$ cat src/design/cis_pkg.sv
/*
 * cis_pkg: register map, field positions, reset values and limits for the
 * current input fault detection and scaling channel.
 * Assumes currents are unsigned integers in microamps and engineering
 * values are signed Q16.16 words.
 */
package cis_pkg;

    ////////////////////////////////////////////////////////////////////////////
    // widths
    localparam int CUR_W  = 16;
    localparam int ENG_W  = 32;
    localparam int ADDR_W = 8;
    localparam int IRQ_W  = 4;

    ////////////////////////////////////////////////////////////////////////////
    // register byte addresses
    localparam logic [ADDR_W-1:0] ADDR_CTRL     = 8'h00;
    localparam logic [ADDR_W-1:0] ADDR_LEAD_LIM = 8'h04;
    localparam logic [ADDR_W-1:0] ADDR_SHRT_LIM = 8'h08;
    localparam logic [ADDR_W-1:0] ADDR_LOW_SIG  = 8'h0C;
    localparam logic [ADDR_W-1:0] ADDR_HIGH_SIG = 8'h10;
    localparam logic [ADDR_W-1:0] ADDR_LOW_SCL  = 8'h14;
    localparam logic [ADDR_W-1:0] ADDR_UPP_SCL  = 8'h18;
    localparam logic [ADDR_W-1:0] ADDR_VALUE    = 8'h1C;
    localparam logic [ADDR_W-1:0] ADDR_STATUS   = 8'h20;
    localparam logic [ADDR_W-1:0] ADDR_IRQ_STAT = 8'h24;
    localparam logic [ADDR_W-1:0] ADDR_IRQ_MASK = 8'h28;

    ////////////////////////////////////////////////////////////////////////////
    // reset values (microamps, Q16.16)
    localparam logic [CUR_W-1:0] RST_LEAD_LIM = 16'h03E8;
    localparam logic [CUR_W-1:0] RST_SHRT_LIM = 16'h5208;
    localparam logic [CUR_W-1:0] RST_LOW_SIG  = 16'h0FA0;
    localparam logic [CUR_W-1:0] RST_HIGH_SIG = 16'h4E20;
    localparam logic [ENG_W-1:0] RST_LOW_SCL  = 32'h0004_0000;
    localparam logic [ENG_W-1:0] RST_UPP_SCL  = 32'h0014_0000;
    localparam logic             RST_MON_EN   = 1'b0;
    localparam logic [CUR_W-1:0] MAX_CUR      = 16'h6590;

    ////////////////////////////////////////////////////////////////////////////
    // cyclic status byte bit positions
    localparam int ST_FAULT = 1;
    localparam int ST_CONN  = 2;
    localparam int ST_LEAD  = 4;
    localparam int ST_SHORT = 5;

    ////////////////////////////////////////////////////////////////////////////
    // interrupt status bits
    localparam int IRQ_FAULT_ON  = 0;
    localparam int IRQ_FAULT_OFF = 1;
    localparam int IRQ_PARAM_ERR = 2;
    localparam int IRQ_NEW_VALUE = 3;

    typedef enum logic {CIS_IDLE, CIS_DIV} cis_state_t;

endpackage

$ cat src/design/cis_divider.sv
/*
 * cis_divider: iterative restoring unsigned divider, one quotient bit per
 * clock. Assumes the divisor is non-zero and that start is only pulsed
 * while busy is low.
 */
`timescale 1ns/1ps
module cis_divider #(
    parameter int NUM_W = 50,
    parameter int DEN_W = 16
) (
    // clock and reset
    input  wire logic             i_clock,
    input  wire logic             i_rst_n,
    // request
    input  wire logic             i_start,
    input  wire logic [NUM_W-1:0] i_num,
    input  wire logic [DEN_W-1:0] i_den,
    // answer
    output logic                  o_busy,
    output logic                  o_done,
    output logic      [NUM_W-1:0] o_quot
);

    localparam int CNT_W = $clog2(NUM_W + 1);

    logic [DEN_W-1:0] den;
    logic [DEN_W:0]   rem;
    logic [CNT_W-1:0] cnt;
    wire  [DEN_W:0]   shifted = {rem[DEN_W-1:0], o_quot[NUM_W-1]};
    wire  [DEN_W+1:0] trial   = {1'b0, shifted} - {2'b00, den};
    // no borrow means the divisor fits into the partial remainder
    wire              fits    = ~trial[DEN_W+1];

    always_ff @(posedge i_clock) begin
        if (!i_rst_n) begin
            o_busy <= 1'b0;
            o_done <= 1'b0;
            o_quot <= '0;
            rem    <= '0;
            den    <= '0;
            cnt    <= '0;
        end else begin
            o_done <= 1'b0;
            if (i_start && !o_busy) begin
                o_busy <= 1'b1;
                o_quot <= i_num;
                den    <= i_den;
                rem    <= '0;
                cnt    <= CNT_W'(NUM_W);
            end else if (o_busy) begin
                rem    <= fits ? trial[DEN_W:0] : shifted;
                o_quot <= {o_quot[NUM_W-2:0], fits};
                cnt    <= cnt - 1'b1;
                if (cnt == CNT_W'(1)) begin
                    o_busy <= 1'b0;
                    o_done <= 1'b1;
                end
            end
        end
    end

endmodule // cis_divider

$ cat src/design/cis_top.sv
/*
 * cis_top: one analog current input channel. Checks the loop current for
 * lead breakage and short circuit, builds the cyclic status byte, raises
 * the diagnostic alarm and scales the current onto an engineering range.
 * Assumes one sample pulse per conversion, currents in microamps and a
 * simple strobe register port driven by a synchronous master.
 */
// Our own choices: the register addresses and the strobed register port.
// How it works
// - a control bit enables line monitoring; it is off after reset
// - a detected line fault sets its flag to 1 in the cyclic status
// - the fault state also drives a diagnostic alarm output and events
// - current below the lead breakage limit (default 1.0 mA) means lead breakage
// - current above the short limit (default 21.0 mA) means short circuit
// - lead breakage limit not below the short limit is a parameter error
// - the low signal current (default 4 mA) is the zero percent point
// - the high signal current (default 20.0 mA) is the hundred percent point
// - low signal zero, high signal zero or low not below high is an error
// - a 32-bit lower scale value, default 4, starts the range
// - a 32-bit upper scale value, default 20, ends the range
// - the line fault result sits in status bit 2
// - a present lead breakage sits in status bit 4
// - a present short circuit sits in status bit 5
`timescale 1ns/1ps
module cis_top
    import cis_pkg::*;
(
    // clock and reset
    input  wire logic              I_CLOCK,
    input  wire logic              I_RST_N,
    // register port
    input  wire logic [ADDR_W-1:0] I_ADDR,
    input  wire logic [ENG_W-1:0]  I_WDATA,
    input  wire logic              I_WR,
    input  wire logic              I_RD,
    output logic      [ENG_W-1:0]  O_RDATA,
    // digitized loop current
    input  wire logic [CUR_W-1:0]  I_SAMPLE,
    input  wire logic              I_SAMPLE_VALID,
    // cyclic process data
    output logic      [ENG_W-1:0]  O_VALUE,
    output logic      [7:0]        O_STATUS,
    output logic                   O_DATA_VALID,
    // alarms
    output logic                   O_DIAG_ALARM,
    output logic                   O_IRQ
);

    ////////////////////////////////////////////////////////////////////////////
    // sizes of the scaling arithmetic
    localparam int DIFF_W = CUR_W + 1;
    localparam int SPAN_W = ENG_W + 1;
    localparam int PROD_W = DIFF_W + SPAN_W;

    function automatic logic hit(input logic [ADDR_W-1:0] addr,
                                 input logic [ADDR_W-1:0] offs);
        hit = (addr == offs);
    endfunction

    function automatic logic over_range(input logic [CUR_W-1:0] val);
        over_range = (val > MAX_CUR);
    endfunction

    ////////////////////////////////////////////////////////////////////////////
    // state
    logic              mon_en;
    logic [CUR_W-1:0]  lead_lim;
    logic [CUR_W-1:0]  shrt_lim;
    logic [CUR_W-1:0]  low_sig;
    logic [CUR_W-1:0]  high_sig;
    logic [ENG_W-1:0]  low_scl;
    logic [ENG_W-1:0]  upp_scl;
    logic [IRQ_W-1:0]  irq_stat;
    logic [IRQ_W-1:0]  irq_mask;
    logic [CUR_W-1:0]  cur;
    logic              pend;
    logic              lead_break_flag;
    logic              loop_short_flag;
    logic              connection_fault_flag;
    logic              param_err_q;
    logic              neg;
    logic [ENG_W-1:0]  base;
    cis_state_t        state;

    ////////////////////////////////////////////////////////////////////////////
    // register decode
    // writes to read-only or unmapped offsets match no strobe and are dropped
    wire wr_ctrl  = I_WR && hit(I_ADDR, ADDR_CTRL);
    wire wr_lead  = I_WR && hit(I_ADDR, ADDR_LEAD_LIM);
    wire wr_shrt  = I_WR && hit(I_ADDR, ADDR_SHRT_LIM);
    wire wr_low   = I_WR && hit(I_ADDR, ADDR_LOW_SIG);
    wire wr_high  = I_WR && hit(I_ADDR, ADDR_HIGH_SIG);
    wire wr_lscl  = I_WR && hit(I_ADDR, ADDR_LOW_SCL);
    wire wr_uscl  = I_WR && hit(I_ADDR, ADDR_UPP_SCL);
    wire wr_mask  = I_WR && hit(I_ADDR, ADDR_IRQ_MASK);
    wire rd_istat = I_RD && hit(I_ADDR, ADDR_IRQ_STAT);

    ////////////////////////////////////////////////////////////////////////////
    // parameter validation
    wire lim_bad = (lead_lim >= shrt_lim)
                 || over_range(lead_lim) || over_range(shrt_lim);
    wire scl_bad = (low_sig == '0) || (high_sig == '0)
                 || (low_sig >= high_sig)
                 || over_range(low_sig) || over_range(high_sig);
    wire param_err = lim_bad || scl_bad;

    ////////////////////////////////////////////////////////////////////////////
    // line fault detection on each sample
    // an invalid parameter set keeps the channel out of operation
    wire det_on     = mon_en && !param_err;
    wire next_lead  = det_on && (I_SAMPLE < lead_lim);
    wire next_short = det_on && (I_SAMPLE > shrt_lim);
    wire next_conn  = next_lead || next_short;

    // events fire on the edges of the fault state, not on every faulty sample
    wire fault_on   = I_SAMPLE_VALID && next_conn && !connection_fault_flag;
    wire fault_off  = connection_fault_flag
                    && ((I_SAMPLE_VALID && !next_conn) || !det_on);
    wire perr_rise  = param_err && !param_err_q;

    ////////////////////////////////////////////////////////////////////////////
    // scaling arithmetic
    // numerator is the current offset times the engineering span
    wire signed [DIFF_W-1:0] diff = $signed({1'b0, cur}) - $signed({1'b0, low_sig});
    wire signed [SPAN_W-1:0] span = $signed({upp_scl[ENG_W-1], upp_scl})
                                  - $signed({low_scl[ENG_W-1], low_scl});
    wire signed [PROD_W-1:0] prod = diff * span;
    // divide the magnitude so that the quotient truncates toward zero
    wire        [PROD_W-1:0] mag  = prod[PROD_W-1] ? PROD_W'(-prod) : PROD_W'(prod);
    wire        [CUR_W-1:0]  den  = high_sig - low_sig;

    // den is never zero when start fires: equal points are a parameter error
    wire                     start = (state == CIS_IDLE) && !div_busy && pend && !param_err;
    wire                     div_busy;
    wire                     div_done;
    wire        [PROD_W-1:0] quot;
    wire        [ENG_W-1:0]  q32  = quot[ENG_W-1:0];
    // the result wraps if it does not fit the 32-bit word
    wire        [ENG_W-1:0]  next_value = base + (neg ? ENG_W'(-q32) : q32);

    cis_divider #(
        .NUM_W (PROD_W),
        .DEN_W (CUR_W)
    ) u_div (
        .i_clock (I_CLOCK),
        .i_rst_n (I_RST_N),
        .i_start (start),
        .i_num   (mag),
        .i_den   (den),
        .o_busy  (div_busy),
        .o_done  (div_done),
        .o_quot  (quot)
    );

    ////////////////////////////////////////////////////////////////////////////
    // interrupt status: set wins over the clear on read
    wire [IRQ_W-1:0] events;
    assign events[IRQ_FAULT_ON]  = fault_on;
    assign events[IRQ_FAULT_OFF] = fault_off;
    assign events[IRQ_PARAM_ERR] = perr_rise;
    assign events[IRQ_NEW_VALUE] = div_done;
    wire [IRQ_W-1:0] next_irq_stat = (rd_istat ? '0 : irq_stat) | events;

    ////////////////////////////////////////////////////////////////////////////
    // read mux
    wire [7:0] status_byte = O_STATUS;
    wire [ENG_W-1:0] rd_mux =
        hit(I_ADDR, ADDR_CTRL)     ? ENG_W'(mon_en)      :
        hit(I_ADDR, ADDR_LEAD_LIM) ? ENG_W'(lead_lim)    :
        hit(I_ADDR, ADDR_SHRT_LIM) ? ENG_W'(shrt_lim)    :
        hit(I_ADDR, ADDR_LOW_SIG)  ? ENG_W'(low_sig)     :
        hit(I_ADDR, ADDR_HIGH_SIG) ? ENG_W'(high_sig)    :
        hit(I_ADDR, ADDR_LOW_SCL)  ? low_scl             :
        hit(I_ADDR, ADDR_UPP_SCL)  ? upp_scl             :
        hit(I_ADDR, ADDR_VALUE)    ? O_VALUE             :
        hit(I_ADDR, ADDR_STATUS)   ? ENG_W'(status_byte) :
        hit(I_ADDR, ADDR_IRQ_STAT) ? ENG_W'(irq_stat)    :
        hit(I_ADDR, ADDR_IRQ_MASK) ? ENG_W'(irq_mask)    :
                                     '0;

    ////////////////////////////////////////////////////////////////////////////
    // configuration registers
    always_ff @(posedge I_CLOCK) begin
        if (!I_RST_N) begin
            mon_en   <= RST_MON_EN;
            lead_lim <= RST_LEAD_LIM;
            shrt_lim <= RST_SHRT_LIM;
            irq_mask <= '0;
        end else begin
            if (wr_ctrl) mon_en <= I_WDATA[0];
            if (wr_lead) lead_lim <= I_WDATA[CUR_W-1:0];
            if (wr_shrt) shrt_lim <= I_WDATA[CUR_W-1:0];
            if (wr_mask) irq_mask <= I_WDATA[IRQ_W-1:0];
        end
    end

    // scaling points
    always_ff @(posedge I_CLOCK) begin
        if (!I_RST_N) begin
            low_sig  <= RST_LOW_SIG;
            high_sig <= RST_HIGH_SIG;
            low_scl  <= RST_LOW_SCL;
            upp_scl  <= RST_UPP_SCL;
        end else begin
            if (wr_low)  low_sig  <= I_WDATA[CUR_W-1:0];
            if (wr_high) high_sig <= I_WDATA[CUR_W-1:0];
            if (wr_lscl) low_scl  <= I_WDATA;
            if (wr_uscl) upp_scl  <= I_WDATA;
        end
    end

    ////////////////////////////////////////////////////////////////////////////
    // read data and interrupts
    always_ff @(posedge I_CLOCK) begin
        if (!I_RST_N) begin
            O_RDATA <= '0;
        end else begin
            O_RDATA <= I_RD ? rd_mux : '0;
        end
    end

    // a mask write reaches the interrupt output one cycle after it lands
    always_ff @(posedge I_CLOCK) begin
        if (!I_RST_N) begin
            irq_stat <= '0;
            O_IRQ    <= 1'b0;
        end else begin
            irq_stat <= next_irq_stat;
            O_IRQ    <= |(next_irq_stat & irq_mask);
        end
    end

    ////////////////////////////////////////////////////////////////////////////
    // fault flags and cyclic status
    always_ff @(posedge I_CLOCK) begin
        if (!I_RST_N) begin
            lead_break_flag       <= 1'b0;
            loop_short_flag       <= 1'b0;
            connection_fault_flag <= 1'b0;
            param_err_q           <= 1'b0;
        end else begin
            param_err_q <= param_err;
            if (!det_on) begin
                lead_break_flag       <= 1'b0;
                loop_short_flag       <= 1'b0;
                connection_fault_flag <= 1'b0;
            end else if (I_SAMPLE_VALID) begin
                lead_break_flag       <= next_lead;
                loop_short_flag       <= next_short;
                connection_fault_flag <= next_conn;
            end
        end
    end

    always_comb begin
        O_STATUS           = 8'h00;
        O_STATUS[ST_FAULT] = param_err_q;
        O_STATUS[ST_CONN]  = connection_fault_flag;
        O_STATUS[ST_LEAD]  = lead_break_flag;
        O_STATUS[ST_SHORT] = loop_short_flag;
    end

    // alarm follows the fault state; it is cleared with monitoring off
    assign O_DIAG_ALARM = connection_fault_flag;

    ////////////////////////////////////////////////////////////////////////////
    // scaling sequence
    // only the newest sample waits; older ones are dropped while dividing
    // base is latched at start so a scale write mid division cannot tear it
    always_ff @(posedge I_CLOCK) begin
        if (!I_RST_N) begin
            state        <= CIS_IDLE;
            cur          <= '0;
            pend         <= 1'b0;
            neg          <= 1'b0;
            base         <= '0;
            O_VALUE      <= '0;
            O_DATA_VALID <= 1'b0;
        end else begin
            O_DATA_VALID <= 1'b0;
            if (I_SAMPLE_VALID) begin
                cur  <= I_SAMPLE;
                pend <= 1'b1;
            end else if (start) begin
                pend <= 1'b0;
            end
            unique case (state)
                CIS_IDLE: begin
                    if (start) begin
                        neg   <= prod[PROD_W-1];
                        base  <= low_scl;
                        state <= CIS_DIV;
                    end
                end
                CIS_DIV: begin
                    if (div_done) begin
                        O_VALUE      <= next_value;
                        O_DATA_VALID <= 1'b1;
                        state        <= CIS_IDLE;
                    end
                end
            endcase
        end
    end

endmodule // cis_top

$ cat config.mk
export PLATFORM = sky130hd
export DESIGN_NAME = cis_top
export DESIGN_NICKNAME = d
export VERILOG_FILES = /design/src/design/cis_pkg.sv /design/src/design/cis_divider.sv /design/src/design/cis_top.sv
export SDC_FILE = /design/constraint.sdc
export NUM_CORES = 2
export LEC_CHECK = 0
export ABC_AREA = 0
export BUFFER_PORTS_ARGS = -buffer_cell sky130_fd_sc_hd__buf_2
export CELL_PAD_IN_SITES_DETAIL_PLACEMENT = 1
export CELL_PAD_IN_SITES_GLOBAL_PLACEMENT = 1
export CORE_MARGIN = 2
export CORE_UTILIZATION = 50
export CTS_CLUSTER_DIAMETER = 80
export DETAILED_ROUTE_END_ITERATION = 12
export PLACE_DENSITY = 0.84
export RECOVER_POWER = 100
export SETUP_SLACK_MARGIN = 0.2
export SYNTH_ARGS = -nofsm -noshare
export SYNTH_HDL_FRONTEND = slang
export SYNTH_SLANG_ARGS = --single-unit
$ cat constraint.sdc
create_clock -name I_CLOCK -period 16.8 [get_ports I_CLOCK]
set_input_delay 3.36 -clock I_CLOCK [delete_from_list [all_inputs] [get_ports I_CLOCK]]
set_output_delay 3.36 -clock I_CLOCK [all_outputs]
set_load 0.01 [all_outputs]
==> summary.txt <==
Design Area, Final: 0.0440 mm²
ANT cells: 0
post-synthesis mux area share: 1.06%
busiest grt layer: met2
I/O pin cnt: 136
status: finished with violations
P_leak: 19.8 nW
Die Ht: 290 µm
synthesis-to-finish area growth: 7.61%
Synth Area in Adders: 35.0%
xor-xnor portion of the synthesized cell area: 4.63%
Die W: 290 µm
first-pass GRT wire length: 241,000 µm
#FFs+latches synth: 348
via count: 37,663
final setup vio count: 0
post-synthesis compound-gate area fraction: 15.6%
CTS resizes: 0
die area: 0.0840 mm²
WP data arrival: 13,860 ps
DP Wirelength: 122,000 µm
total core area: 0.0807 mm²
Relative slew margins: -206%
crit share post-route: 80.9%
max-cap viol count: 9
slowest cell on the critical path: a31o_1
Clock Skew: 40.7 ps
RSZ-0062 raised after global routing: false
Largest stage delay, worst path: 1290 ps
number of synthesized flops with an enable pin: 0
Worst EP required: 17,070 ps
worst hold slack: 452 ps
Fmax: 0.0736 GHz
Final Slew Violations: 427
CTS tree: yes
top-area cell type share of the netlist area: 26.5%
synth unique cells: 101
PortBufs: 131
initial drt markers: 3,304
Critical Path Start Type: register
CTS Hold Bufs: 0
First-pass DRT Iterations: 8
Area after DPL: 0.0427 mm²
met3 Use GR: 6.47%
initial core utilization: 50.7%
Post-Synth Simple-Gate Area: 17.7%
Setup crit start: low_sig[0]
routed length per placed instance: 25.4 µm
Total Power: 0.00417 W
r2r startpoint: low_sig[0]
Routed WL: 156,000 µm
GPL Wtd Cong: 0.989
end of the worst register-to-register path: u_div.o_quot[30]
reg-to-reg slack, setup: 3210 ps
top-count cell post-synth: nand2_1
Worst Setup EP: u_div.o_quot[30]
Synth area leaders: fa_1, dfxtp_1, ha_1, nand2_1, inv_1
DRC: 0
critical path depth: 37
# nets final: 5,930
largest net degree at the start of global routing: 130
worst min path class: reg -> reg
largest family of logic cells by synthesized area: adder cells
peak supply drop: 0.0802 mV
Synth Instances: 5,026
CP top delay family: compound AO/OA/AOI/OAI gates
ANT nets after route: 0
gr usage total: 37.1%
slew of the pin with the lowest slew margin: 4570 ps
area of the mapped netlist: 0.0409 mm²
Site Rows: 104
worst path bufs/invs: 4
ys flop type: dfxtp_1
share of cells above drive strength 1: 5.37%
CTS H-tree depth: 2
Clock Tree Buf Depth: 3
Congestion Overflow GR: 0
GRT met1 Usage: 44.6%
failing checks: max-capacitance violations, max-slew violations
Seq/Total Area, Yosys: 17.0%
critical path type: reg -> reg
routed vias/inst: 6.13
Syn Area/Cell: 8.13 µm²
area leader, netlist: fa_1
setup TNS: 0 ps
post-CTS setup buffers: 0
pwr/cell area: 94.9 mW/mm²
Yosys warnings: 0
CP dominant cell by count: fa_1
FFs w/ async S/R, synth: 0%
TritonCTS Sinks: 348
min Tclk post-route: 13,590 ps
root buffer cell: clkbuf_16
Num CTS Buffers: 39
Commonest cells post-synth: nand2_1, inv_1, fa_1
CP Max Fanout: 33
Worst R2R Path Depth: 37
Clk Latency, worst-skew pair: 610 ps
clock slew at reported path FFs: 60 ps
Setup crit end kind: register
final hold viol count: 0
M2 GR Usage: 62.0%
number of global-route vias before repair: 40,900
initial antenna violation count: 6
layer usage:
| layer | share of wire [%] | up-vias |
|---|---|---|
| li1 | - | 16393 |
| met1 | 38 | 19014 |
| met2 | 47 | 1670 |
| met3 | 7.7 | 582 |
| met4 | 7.6 | 4 |
| met5 | 0.021 | - |
tightest hold or removal path: cells and delay by family, from the launching register on:
family | cells | cell delay [ps]
AOI/OAI and AO/OA | 1 | 50
DFF | 1 | 300
and+or+nand+nor | 1 | 50
through the flow:
step	setup WS, ps	instances	util (%)
after CTS	4760	6140	54.7
after detailed placement	4970	6068	52.9
final	3210	6140	54.5
after global placement	5300	6068	52.9
after global routing	2460	6140	54.5
after floorplan	7270	5029	-
power breakdown:
| group | internal, W | switching [W] |
|---|---|---|
| Combinational | 0.000799 | 0.00150 |
| Clock | 0.000560 | 0.000394 |
| Sequential | 0.000871 | 0.0000517 |
sequential cells by signal (all words and copies together) (netlist names), 32 cells and up:
| name | cells |
|---|---|
| O_VALUE | 32 |
| low_scl | 32 |
| u_div.o_quot | 50 |
| base | 32 |
| O_RDATA | 32 |
| upp_scl | 32 |
cell usage in the layout, fill, tap and decap left out, types with 43 or more instances in the layout:
cell and instances:
nor3_1 52, xnor2_1 144, inv_1 712, clkbuf_1 87
nor2_1 454, nand3_1 58, nor2b_1 51, nand2_1 819
nand2b_1 43, dfxtp_1 347, buf_2 58, ha_1 279
o21ai_0 114, a22oi_1 65, a21o_1 74, xor2_1 55
buf_4 78, a21oi_1 350, fa_1 541
worst min path at each step:
stage	start	endpoint	slack, ps	depth (start not counted)
floorplan	u_div.den[11]	u_div.den[11]	430	2
global placement	u_div.den[6]	u_div.den[6]	440	2
detailed placement	u_div.den[9]	u_div.den[9]	450	2
CTS	u_div.den[9]	u_div.den[9]	450	2
global route	u_div.den[6]	u_div.den[6]	480	2
finish	u_div.den[9]	u_div.den[9]	450	2
layout make-up:
| class | count | area [µm²] |
|---|---|---|
| Fill cell | 9949 | 36700 |
| Clock inverter | 18 | 309 |
| Inverter | 713 | 2680 |
| Multi-Input combinational cell | 3732 | 30400 |
| Timing Repair Buffer | 215 | 1170 |
| Tap cell | 1060 | 1330 |
| Clock buffer | 54 | 1100 |
| Sequential cell | 348 | 6970 |
kinds of logic after synthesis:
| kind of cell | after synthesis |
|---|---|
| mux | 43 |
| xor+xnor | 215 |
| buf+inv | 949 |
| simple gates | 1673 |
| fa+ha+maj | 820 |
| compound gates | 977 |
| other cells | 1 |
| flops | 348 |
Note: power is estimated with default switching activity, not from simulation.
